### src/vfp_consts.vh
/*
  constants of the validity filter path: addresses, field layout, counts.
  assumes inclusion by vfp_top.v only.
*/
`ifndef VFP_CONSTS_VH
`define VFP_CONSTS_VH
// ==================================
// addressing
`define VFP_JAM_BL 8'hd2
`define VFP_MAX_DRAM_BL 8'h7f
`define VFP_FULL_COUNT 12'h0800
`define VFP_CHAN_LAST 3'h7
// ==================================
// filter banks and divider
`define VFP_LAST_BANK 3'h7
`define VFP_FRAC_BITS 14
`define VFP_DIV_STEPS 5'h1e
`define VFP_DIV_LAST 5'h01
`define VFP_SAT 16'hffff
// ==================================
// timing: 8 MHz steps, 2 usec validity cycle
`define VFP_STEP_NS 125
`define VFP_CYCLE_NS 2000
`define VFP_STEPS_PER_CYCLE (`VFP_CYCLE_NS / `VFP_STEP_NS)
`define VFP_HALF_BIT 3
`endif

### src/vfp_top.v
/* validity filter path: request, capture, inversion, filtering, ram transfer, buffering.
   assumes fall-through queues, tables answering one clock late, all inputs synchronous. */
// Function
// - jam control forces requested baseline to 210
// - zero modulus: count 2048, baseline every 8
// - one validity stored per complex result word
// - storage baseline from dram queue, max 127
// - capture in math and divider, filter concurrently
// - mac into 8 banks within one microsecond
// - filtered value updates only at accumulation end
// - filtered in real half, raw in imaginary
// - divider result to validity ram, second half
// - channel 3 lsbs, pseudo-baseline upper 8 bits
// - queue output routed into result field
// - sub-baseline sent to accumulator and dram
// - output buffer written every validity cycle
// - both snapshot enables asserted together, once per output buffer write
// - subarray selects tap weights and clear entries
// - unnormalised mode stores unity, raw to dram
// - unity from equal numerator and denominator
// - sequencer counts 8 MHz step clock cycles
`timescale 1ns/1ps
`default_nettype none
`include "vfp_consts.vh"
module vfp_top (
  // clock and reset
  input wire mclk_in,
  input wire rst_b_in,
  input wire sequencer_step_clock_in,
  // control
  input wire run_in,
  input wire jam_in,
  input wire no_norm_in,
  output wire busy_out,
  output reg done_out,
  output wire [15:0] step_count_out,
  // queues
  input wire [13:0] modulus_subarray_queue_in,
  output reg modulus_subarray_queue_pop_out,
  input wire [7:0] acc_bl_queue_in,
  output reg acc_bl_queue_pop_out,
  input wire [7:0] dram_bl_queue_in,
  output reg dram_bl_queue_pop_out,
  output reg dram_bl_err_out,
  // long_term_accumulator request and validity
  output wire [7:0] lta_bl_out,
  output wire [10:0] lta_result_out,
  input wire val_valid_in,
  input wire [15:0] val_data_in,
  output wire val_ready_out,
  // coefficient bus and clear table
  output reg [5:0] table_addr_out,
  input wire [15:0] coef_in,
  input wire clac_in,
  input wire accum_done_in,
  output wire coef_bus_vram_out,
  // validity ram
  output reg vram_we_out,
  output reg [10:0] vram_addr_out,
  output reg [15:0] vram_data_out,
  // dram result field
  output wire [6:0] dram_bl_out,
  output wire [10:0] dram_result_out,
  output reg [15:0] dram_raw_out,
  // snapshot enables
  output reg snapshot_capture_enable_out,
  output reg snapshot_output_enable_out,
  // output buffer
  output wire out_valid_out,
  output wire [31:0] out_data_out,
  input wire out_ready_in
);
// ==================================
// step clock and cycle phase
reg step_d_ff;
reg [15:0] step_cnt_ff;
wire step_tick = sequencer_step_clock_in & ~step_d_ff;
wire second_half = step_cnt_ff[`VFP_HALF_BIT];
always @(posedge mclk_in)
begin
  if (!rst_b_in)
  begin
    step_d_ff <= 1'b0;
    step_cnt_ff <= 16'h0000;
  end
  else
  begin
    step_d_ff <= sequencer_step_clock_in;
    if (step_tick)
      step_cnt_ff <= step_cnt_ff + 16'h0001;
  end
end
assign step_count_out = step_cnt_ff;
assign coef_bus_vram_out = second_half;
// ==================================
// run control, queues and result counter
reg run_d_ff, busy_ff;
reg [11:0] limit_ff;
reg [2:0] subarray_ff;
reg [7:0] sub_bl_ff;
reg [6:0] dram_bl_ff;
reg [10:0] res_cnt_ff;
wire start = run_in & ~run_d_ff & ~busy_ff;
wire accept;
wire last_res = ({1'b0, res_cnt_ff} == limit_ff - 12'h001);
always @(posedge mclk_in)
begin
  if (!rst_b_in)
  begin
    run_d_ff <= 1'b0;
    busy_ff <= 1'b0;
    done_out <= 1'b0;
    limit_ff <= `VFP_FULL_COUNT;
    subarray_ff <= 3'h0;
    sub_bl_ff <= 8'h00;
    dram_bl_ff <= 7'h00;
    dram_bl_err_out <= 1'b0;
    res_cnt_ff <= 11'h000;
    modulus_subarray_queue_pop_out <= 1'b0;
    acc_bl_queue_pop_out <= 1'b0;
    dram_bl_queue_pop_out <= 1'b0;
  end
  else
  begin
    run_d_ff <= run_in;
    modulus_subarray_queue_pop_out <= start;
    dram_bl_queue_pop_out <= start;
    acc_bl_queue_pop_out <= start | (accept & (res_cnt_ff[2:0] == `VFP_CHAN_LAST));
    if (start)
    begin
      busy_ff <= 1'b1;
      done_out <= 1'b0;
      res_cnt_ff <= 11'h000;
      // zero modulus means a full 2048-result run
      limit_ff <= (modulus_subarray_queue_in[13:3] == 11'h000) ? `VFP_FULL_COUNT :
        {1'b0, modulus_subarray_queue_in[13:3]};
      subarray_ff <= modulus_subarray_queue_in[2:0];
      sub_bl_ff <= acc_bl_queue_in;
      dram_bl_ff <= dram_bl_queue_in[6:0];
      dram_bl_err_out <= (dram_bl_queue_in > `VFP_MAX_DRAM_BL);
    end
    else if (accept)
    begin
      res_cnt_ff <= res_cnt_ff + 11'h001;
      if (res_cnt_ff[2:0] == `VFP_CHAN_LAST)
        sub_bl_ff <= acc_bl_queue_in;
      if (last_res)
      begin
        busy_ff <= 1'b0;
        done_out <= 1'b1;
      end
    end
  end
end
assign busy_out = busy_ff;
assign lta_bl_out = jam_in ? `VFP_JAM_BL : sub_bl_ff;
assign lta_result_out = {sub_bl_ff, res_cnt_ff[2:0]};
assign dram_bl_out = dram_bl_ff;
// ==================================
// capture into math side and divider
reg [15:0] raw_ff, div_den_ff;
reg [10:0] res_lat_ff;
reg mac_act_ff, mac_v2_ff, pend_ff, div_act_ff, vpend_ff;
reg [2:0] mac_idx_ff, mac_i2_ff;
reg [1:0] buf_cnt_ff;
wire room = ({1'b0, buf_cnt_ff} + {2'b00, pend_ff}) < 3'h2;
reg [4:0] div_cnt_ff;
reg [29:0] div_sh_ff, div_q_ff;
reg [16:0] div_rem_ff;
assign val_ready_out = busy_ff & room & ~mac_act_ff & ~mac_v2_ff & ~div_act_ff & ~vpend_ff;
assign accept = val_valid_in & val_ready_out;
assign dram_result_out = res_lat_ff;
always @(posedge mclk_in)
begin
  if (!rst_b_in)
  begin
    raw_ff <= 16'h0000;
    res_lat_ff <= 11'h000;
    dram_raw_out <= 16'h0000;
  end
  else if (accept)
  begin
    raw_ff <= val_data_in;
    res_lat_ff <= {sub_bl_ff, res_cnt_ff[2:0]};
    dram_raw_out <= val_data_in;
  end
end
// ==================================
// divider: quotient = (num << frac) / den, one bit per clock
wire [16:0] div_try = {div_rem_ff[15:0], div_sh_ff[29]};
wire div_ge = (div_try >= {1'b0, div_den_ff});
always @(posedge mclk_in)
begin
  if (!rst_b_in)
  begin
    div_act_ff <= 1'b0;
    div_cnt_ff <= 5'h00;
    div_sh_ff <= 30'h0000_0000;
    div_rem_ff <= 17'h0_0000;
    div_den_ff <= 16'h0000;
    div_q_ff <= 30'h0000_0000;
    vpend_ff <= 1'b0;
    vram_we_out <= 1'b0;
    vram_addr_out <= 11'h000;
    vram_data_out <= 16'h0000;
  end
  else
  begin
    vram_we_out <= 1'b0;
    if (accept)
    begin
      // unity: numerator equals denominator
      div_sh_ff <= no_norm_in ? {val_data_in, {`VFP_FRAC_BITS{1'b0}}} :
        {`VFP_SAT, {`VFP_FRAC_BITS{1'b0}}};
      div_den_ff <= val_data_in;
      div_rem_ff <= 17'h0_0000;
      div_q_ff <= 30'h0000_0000;
      div_cnt_ff <= `VFP_DIV_STEPS;
      div_act_ff <= 1'b1;
    end
    else if (div_act_ff)
    begin
      div_rem_ff <= div_ge ? (div_try - {1'b0, div_den_ff}) : div_try;
      div_sh_ff <= {div_sh_ff[28:0], 1'b0};
      div_q_ff <= {div_q_ff[28:0], div_ge};
      div_cnt_ff <= div_cnt_ff - 5'h01;
      if (div_cnt_ff == `VFP_DIV_LAST)
      begin
        div_act_ff <= 1'b0;
        vpend_ff <= 1'b1;
      end
    end
    else if (vpend_ff & second_half)
    begin
      // bus is free of tap weights in the imaginary half
      vpend_ff <= 1'b0;
      vram_we_out <= 1'b1;
      vram_addr_out <= res_lat_ff;
      vram_data_out <= (div_den_ff == 16'h0000 || div_q_ff[29:16] != 14'h0000) ? `VFP_SAT :
        div_q_ff[15:0];
    end
  end
end
// ==================================
// multiply-accumulate into 8 banks, table answers one clock later
reg [31:0] acc_mem [0:7];
reg [15:0] filt_ff;
wire [31:0] prod = raw_ff * coef_in;
wire [31:0] sum = (clac_in ? 32'h0000_0000 : acc_mem[mac_i2_ff]) + prod;
wire [15:0] nxt_filt = (mac_v2_ff & accum_done_in) ? sum[29:14] : filt_ff;
integer k;
always @(posedge mclk_in)
begin
  if (!rst_b_in)
  begin
    mac_act_ff <= 1'b0;
    mac_idx_ff <= 3'h0;
    mac_v2_ff <= 1'b0;
    mac_i2_ff <= 3'h0;
    table_addr_out <= 6'h00;
    filt_ff <= 16'h0000;
    for (k = 0; k < 8; k = k + 1)
      acc_mem[k] <= 32'h0000_0000;
  end
  else
  begin
    mac_v2_ff <= mac_act_ff;
    mac_i2_ff <= mac_idx_ff;
    if (accept)
    begin
      mac_act_ff <= 1'b1;
      mac_idx_ff <= 3'h0;
      table_addr_out <= {subarray_ff, 3'h0};
    end
    else if (mac_act_ff)
    begin
      if (mac_idx_ff == `VFP_LAST_BANK)
        mac_act_ff <= 1'b0;
      else
      begin
        mac_idx_ff <= mac_idx_ff + 3'h1;
        table_addr_out <= {subarray_ff, mac_idx_ff + 3'h1};
      end
    end
    if (mac_v2_ff)
    begin
      acc_mem[mac_i2_ff] <= sum;
      if (accum_done_in)
        filt_ff <= sum[29:14];
    end
  end
end
// ==================================
// two-entry output buffer and snapshot enables
reg [31:0] buf_mem [0:1];
reg wr_ptr_ff, rd_ptr_ff;
wire push = mac_v2_ff & ~mac_act_ff;
wire pop = out_ready_in & (buf_cnt_ff != 2'h0);
assign out_valid_out = (buf_cnt_ff != 2'h0);
assign out_data_out = buf_mem[rd_ptr_ff];
always @(posedge mclk_in)
begin
  if (!rst_b_in)
  begin
    pend_ff <= 1'b0;
    buf_cnt_ff <= 2'h0;
    wr_ptr_ff <= 1'b0;
    rd_ptr_ff <= 1'b0;
    buf_mem[0] <= 32'h0000_0000;
    buf_mem[1] <= 32'h0000_0000;
    snapshot_capture_enable_out <= 1'b0;
    snapshot_output_enable_out <= 1'b0;
  end
  else
  begin
    snapshot_capture_enable_out <= push;
    snapshot_output_enable_out <= push;
    pend_ff <= accept | (pend_ff & ~push);
    if (push)
    begin
      // written once per accepted word, even when no filtered result is due
      buf_mem[wr_ptr_ff] <= {nxt_filt, raw_ff};
      wr_ptr_ff <= ~wr_ptr_ff;
    end
    if (pop)
      rd_ptr_ff <= ~rd_ptr_ff;
    if (push & ~pop)
      buf_cnt_ff <= buf_cnt_ff + 2'h1;
    else if (pop & ~push)
      buf_cnt_ff <= buf_cnt_ff - 2'h1;
  end
end
endmodule // vfp_top
`default_nettype wire

### config.mk
export PLATFORM = sky130hd
export DESIGN_NAME = vfp_top
export DESIGN_NICKNAME = d
export VERILOG_FILES = /design/src/vfp_top.v
export VERILOG_INCLUDE_DIRS = /design/src /design/src/src
export SDC_FILE = /design/constraint.sdc
export NUM_CORES = 2
export LEC_CHECK = 0
export BUFFER_PORTS_ARGS = -buffer_cell sky130_fd_sc_hd__buf_2
export CORE_UTILIZATION = 68
export CTS_BUF_LIST = sky130_fd_sc_hd__clkbuf_4 sky130_fd_sc_hd__clkbuf_8
export DETAILED_ROUTE_END_ITERATION = 16
export MAX_ROUTING_LAYER = met4
export PLACE_DENSITY = 0.89
export SETUP_SLACK_MARGIN = 0.5
export SLEW_MARGIN = 20
export SYNTH_ARGS = -nofsm -noshare
export SYNTH_HDL_FRONTEND = slang
export SYNTH_SLANG_ARGS = --single-unit
export TNS_END_PERCENT = 100
### constraint.sdc
create_clock -name mclk_in -period 11.09 [get_ports mclk_in]
set_input_delay 0 -clock mclk_in [delete_from_list [all_inputs] [get_ports mclk_in]]
set_output_delay 0 -clock mclk_in [all_outputs]
set_load 0.02 [all_outputs]
After elaboration in Yosys (flattened, before gate mapping)
Memory sizes are Yosys's and may differ from the RTL's. A register that Yosys moved wholly into a read port is not among the register bits. Cells that the tools add are included.

Flip-flop bits (word level): 235. Memory bits (writable): 320. Input port bits: 72. Output and inout bits: 146. Memories kept: 2.

Add/sub/neg operators: 10. Multiply operators: 1. $lt $le $gt $ge: 3. Equal/unequal tests: 6. Muxes and demuxes: 48. Bitwise operators: 33. Reduce and logical (&&, ||, !) cells: 25.

Memories: acc_mem (depth 8, bits a word 32, rd ports 1, clocked after Yosys merged registers in 1, write ports 8, RTL line vfp_top.v:246) `reg [31:0] acc_mem [0:7];`; buf_mem (depth 2, bits a word 32, rd ports 1, clocked after Yosys merged registers in 1, write ports 2, RTL line vfp_top.v:295) `reg [31:0] buf_mem [0:1];`.

Operators by type and width (count): 32-bit two-way mux (3); 30-bit two-way mux (3); 32-bit OR reduction (2); 16-bit two-way mux (3); 32-bit adder (1); 16-bit by 16-bit multiplier with 32-bit output (1); 8-bit two-way mux (4); 1-bit two-way mux (25); 6-bit two-way mux (3); 1-bit bitwise AND (17); 17-bit by 16-bit greater-or-equal comparator with 1-bit output (1); 16-bit by 1-bit adder with 16-bit output, second input constant (1); 16-bit logical NOT (1); 2-bit nonzero test (8); 16-bit subtractor (1); 1-bit inverter (14); 14-bit nonzero test (1); 11-bit by 12-bit == test with 1-bit output (1); 12-bit two-way mux (1); 2-bit AND reduction (6); 12-bit by 1-bit subtractor with 12-bit output, second input constant (1); 11-bit by 1-bit adder with 11-bit output, second input constant (1); 11-bit logical NOT (1); 5-bit two-way mux (2); 18 further kinds (24).

Depth between registers and ports, before layout
Word-level depth: 10. Depth in mapped cells: 25. Mapped depth without buffers: 22.

Worst setup path before layout
OpenSTA, ideal clock, no wires.

Path kind: register to register. Start point: register div_den_ff[11] (netlist name). End point: memory buf_mem[0][27] (data pin). Data arrival time: 6.313 ns. Required time: 10.825 ns. Path slack: 4.513 ns. Stages on the path, launching flop included: 22. Buffers on the path: 3. Clock period less this slack: 6.577 ns. Cell sequence: dfxtp_1 clkbuf_1 clkbuf_1 nand2_1 fa_1 inv_1 fa_1 fa_1 fa_1 fa_1 inv_1 fa_1 inv_1 ha_1 buf_6 a2111o_1 o22a_1 or4_4 a31oi_4 xor2_4 o21a_4 nor2_1.

RTL lines (RTL line): end: declaration (vfp_top.v:295).

==> results.cfg <==
[final_layout]
final_layout_size_suffix_gt1_frac = 0.139
layout.nets = 3737
synthToLayoutAreaGrowth_pct = 11.7
fin_util = 0.770
multi_input_area_um2 = 15800
fill_cells = 2758
regArea_um2 = 13600

[clock_tree]
cts.repair.resized = 0
clkSinkCount = 526
h-tree-depth = 3
clock_latency_ns = 0.69
cts_buffers = 83
ctsLongestPathBuffers = 3
clock-root-buffer = clkbuf_8
cts_tree = yes
clk_pin_slew_ns = 0.07

[floorplanning]
fp.coreArea_um2 = 45500
die-width_um = 217
rows = 78
io_pins = 218
die_h_um = 217
dieArea_um2 = 47000
initial_core_util = 0.690

[place]
place_ws_ns = 3.90
io_buffers = 217
gp_congestion = 0.954
dp_hpwl_um = 57600

[power]
peakVddDrop_v = 0.000140
leakage_nw = 14.9
total_power_mw = 5.23
p_per_area_nw_per_um2 = 149

[flow_run]
cap_violations = 0

[critical_path]
critPathCaptureType = register
r2r_cells = 21
arrival_ns = 7.74
crit_fanout = 30
r2r-end = acc_mem[7][19]
rrSetupSlack_ns = 3.73
r2r_start = mac_i2_ff[1]
required_ns = 11.47
critPathLaunchType = register
worst-setup-path-type = reg2reg

[logic_synthesis]
yosysSeqAreaShare = 0.433
yosysTopAreaCell = edfxtp_1
synth_area_um2 = 31400
synth_warnings = 0
syn_inst = 3130
asyncSetResetFlopFracSynth = 0
synth-seq-cells = 526
synth_edf_count = 304
syn-num-nets = 3540
synthTopCellsByArea = edfxtp_1 29%, fa_1 14%, dfxtp_1 14%, nand2_1 4.6%, ha_1 4.6%
yosys.area.top_type_share = 0.291
avgSynthCellArea_um2 = 10.0
synth.distinct_cells = 87
synth_ff_type = edfxtp_1

[grt]
grt_max_degree = 76
track_usage = 0.402
grt_antenna_before_repair = 2
grt_pass1_vias = 26400
grt_pass1_wl_um = 141000
grt_overflow_total = 0

[sta]
rsz0062_at_grt = no
finClkSkew_ns = 0.0388
maxSlewViolCount = 0
finalCriticalPeriod_ns = 7.36
worst_slew_pin_slew_ns = 1.04
setup_tns_ns = 0
finalSetupViolations = 0
fmax_mhz = 136
maxSlewHeadroom = 0.306
hold_violations = 0
post-route-period-util = 0.664
layout_setup_ws_ns = 3.73

[hold_path]
hold_depth = 3
hp-start = sequencer_step_clock_in
hold_class = in2reg
hold_end = step_d_ff

[route]
vias_per_cell = 6.27
drt_iter0_drc = 2397
first_pass_iters = 6
drc = 0
vias = 25100
wl_per_cell_um = 22.7
drt_wl_total_um = 90800
antenna_left = 0

[outcome]
status = finished clean
area by class of cell:
class,count,area share
antenna,2,0.000143
clock buffer,127,0.0438
clock inverter,24,0.00532
inverter,346,0.0371
multi-input combinational,2064,0.450
sequential,526,0.387
tap,600,0.0214
timing repair buffer,306,0.0544
logic make-up (layout without fill, tap and decap cells):
family                     after synthesis  after routing  synth area share
xor gates and xnor gates                85             85            0.0243
muxes                                   89             89            0.0297
DFF                                    526            526             0.433
adders and majority gates              338            338             0.188
AOI/OAI and AO/OA                      472            472             0.102
and+or+nand+nor                       1080           1080             0.156
other                                    0              2                 0
buffers and inverters                  540            803            0.0666
worst max-delay path, stage by stage, from the launching register on:
cell	delay [ns]
dfxtp_1	0.55
nand2_1	0.12
nor2_2	0.32
buf_4	0.47
a22oi_1	0.19
a41o_1	0.30
fa_1	0.50
inv_1	0.06
fa_1	0.51
inv_1	0.06
fa_1	0.47
fa_1	0.55
inv_1	0.05
ha_1	0.32
and2_1	0.19
a311oi_1	0.35
a21oi_1	0.23
o21ai_0	0.34
a31oi_1	0.21
o22a_1	0.37
xnor2_1	0.75
nor2_1	0.14
worst max-delay path by stage:
stage	start	to	depth (start not counted)
floorplan	div_den_ff[11]	buf_mem[0][27]	21
global placement	div_den_ff[11]	buf_mem[0][29]	18
detailed placement	div_den_ff[11]	buf_mem[1][29]	18
CTS	div_den_ff[15]	buf_mem[1][29]	19
global route	div_den_ff[10]	buf_mem[0][16]	19
finish	mac_i2_ff[1]	acc_mem[7][19]	21
cell usage after synthesis (all sizes together) (13+ instances only):
cell type  count
a22o          15
a31oi         37
a41o          15
and3          46
dfxtp        222
o21ai         70
xnor2         42
xor2          43
a22oi         90
and2         140
a21oi        132
o21a          16
or3           16
buf           28
fa           223
nand2        384
o311a         16
nand3         24
nor2         372
nor3          22
edfxtp       304
nand4         13
ha           115
a221oi        17
clkbuf       166
mux2          32
mux2i         57
inv          346
stage by stage:
| step | instances | cell area (µm²) | hold slack [ns] |
|---|---|---|---|
| after floorplan | 3130 | 31400 | 0.0781 |
| after global placement | 3788 | 32700 | 0.228 |
| after detailed placement | 3788 | 32700 | 0.235 |
| after CTS | 3992 | 35000 | 0.0365 |
| after global routing | 3995 | 35000 | 0.0860 |
| final | 3995 | 35000 | 0.0927 |
repair_timing:
item	CTS	global route
setup buffers	0	0
endpoints found under the hold margin	109	0
hold buffers	53	0
cells in the final DEF (no fill, tap or decap), types with 35 or more instances in the layout:
cell / count
nand2_1: 374
nor2_1: 370
inv_1: 345
edfxtp_1: 304
fa_1: 223
dfxtp_1: 221
buf_2: 217
and2_1: 138
a21oi_1: 131
ha_1: 115
clkbuf_8: 93
a22oi_1: 90
o21ai_0: 68
mux2i_1: 57
dlygate4sd3_1: 53
and3_1: 46
xnor2_1: 42
xor2_1: 41
a31oi_1: 36
buf_4: 35
power breakdown:
group	leakage [nW]	internal, mW	switching, mW
Clock	0.912	0.917	0.802
Combinational	9.04	0.437	0.866
Sequential	4.94	2.14	0.0666
per-layer routing:
metal,global-route usage,wire [µm]
met5,-,0
met4,0.224,5120
met2,0.657,44200
met3,0.0942,9810
met1,0.457,31600
sequential cells by signal (all words and copies together) (netlist names), 7 cells and up, named ones only:
signal / cells
acc_mem: 240
buf_mem: 64
div_q_ff: 30
div_den_ff: 16
div_rem_ff: 16
div_sh_ff: 16
filt_ff: 16
step_count_out: 16
vram_data_out: 16
limit_ff: 12
dram_result_out: 11
res_cnt_ff: 11
vram_addr_out: 11
sub_bl_ff: 8
dram_bl_out: 7
No activity file was read; power rests on OpenSTA's default activity.
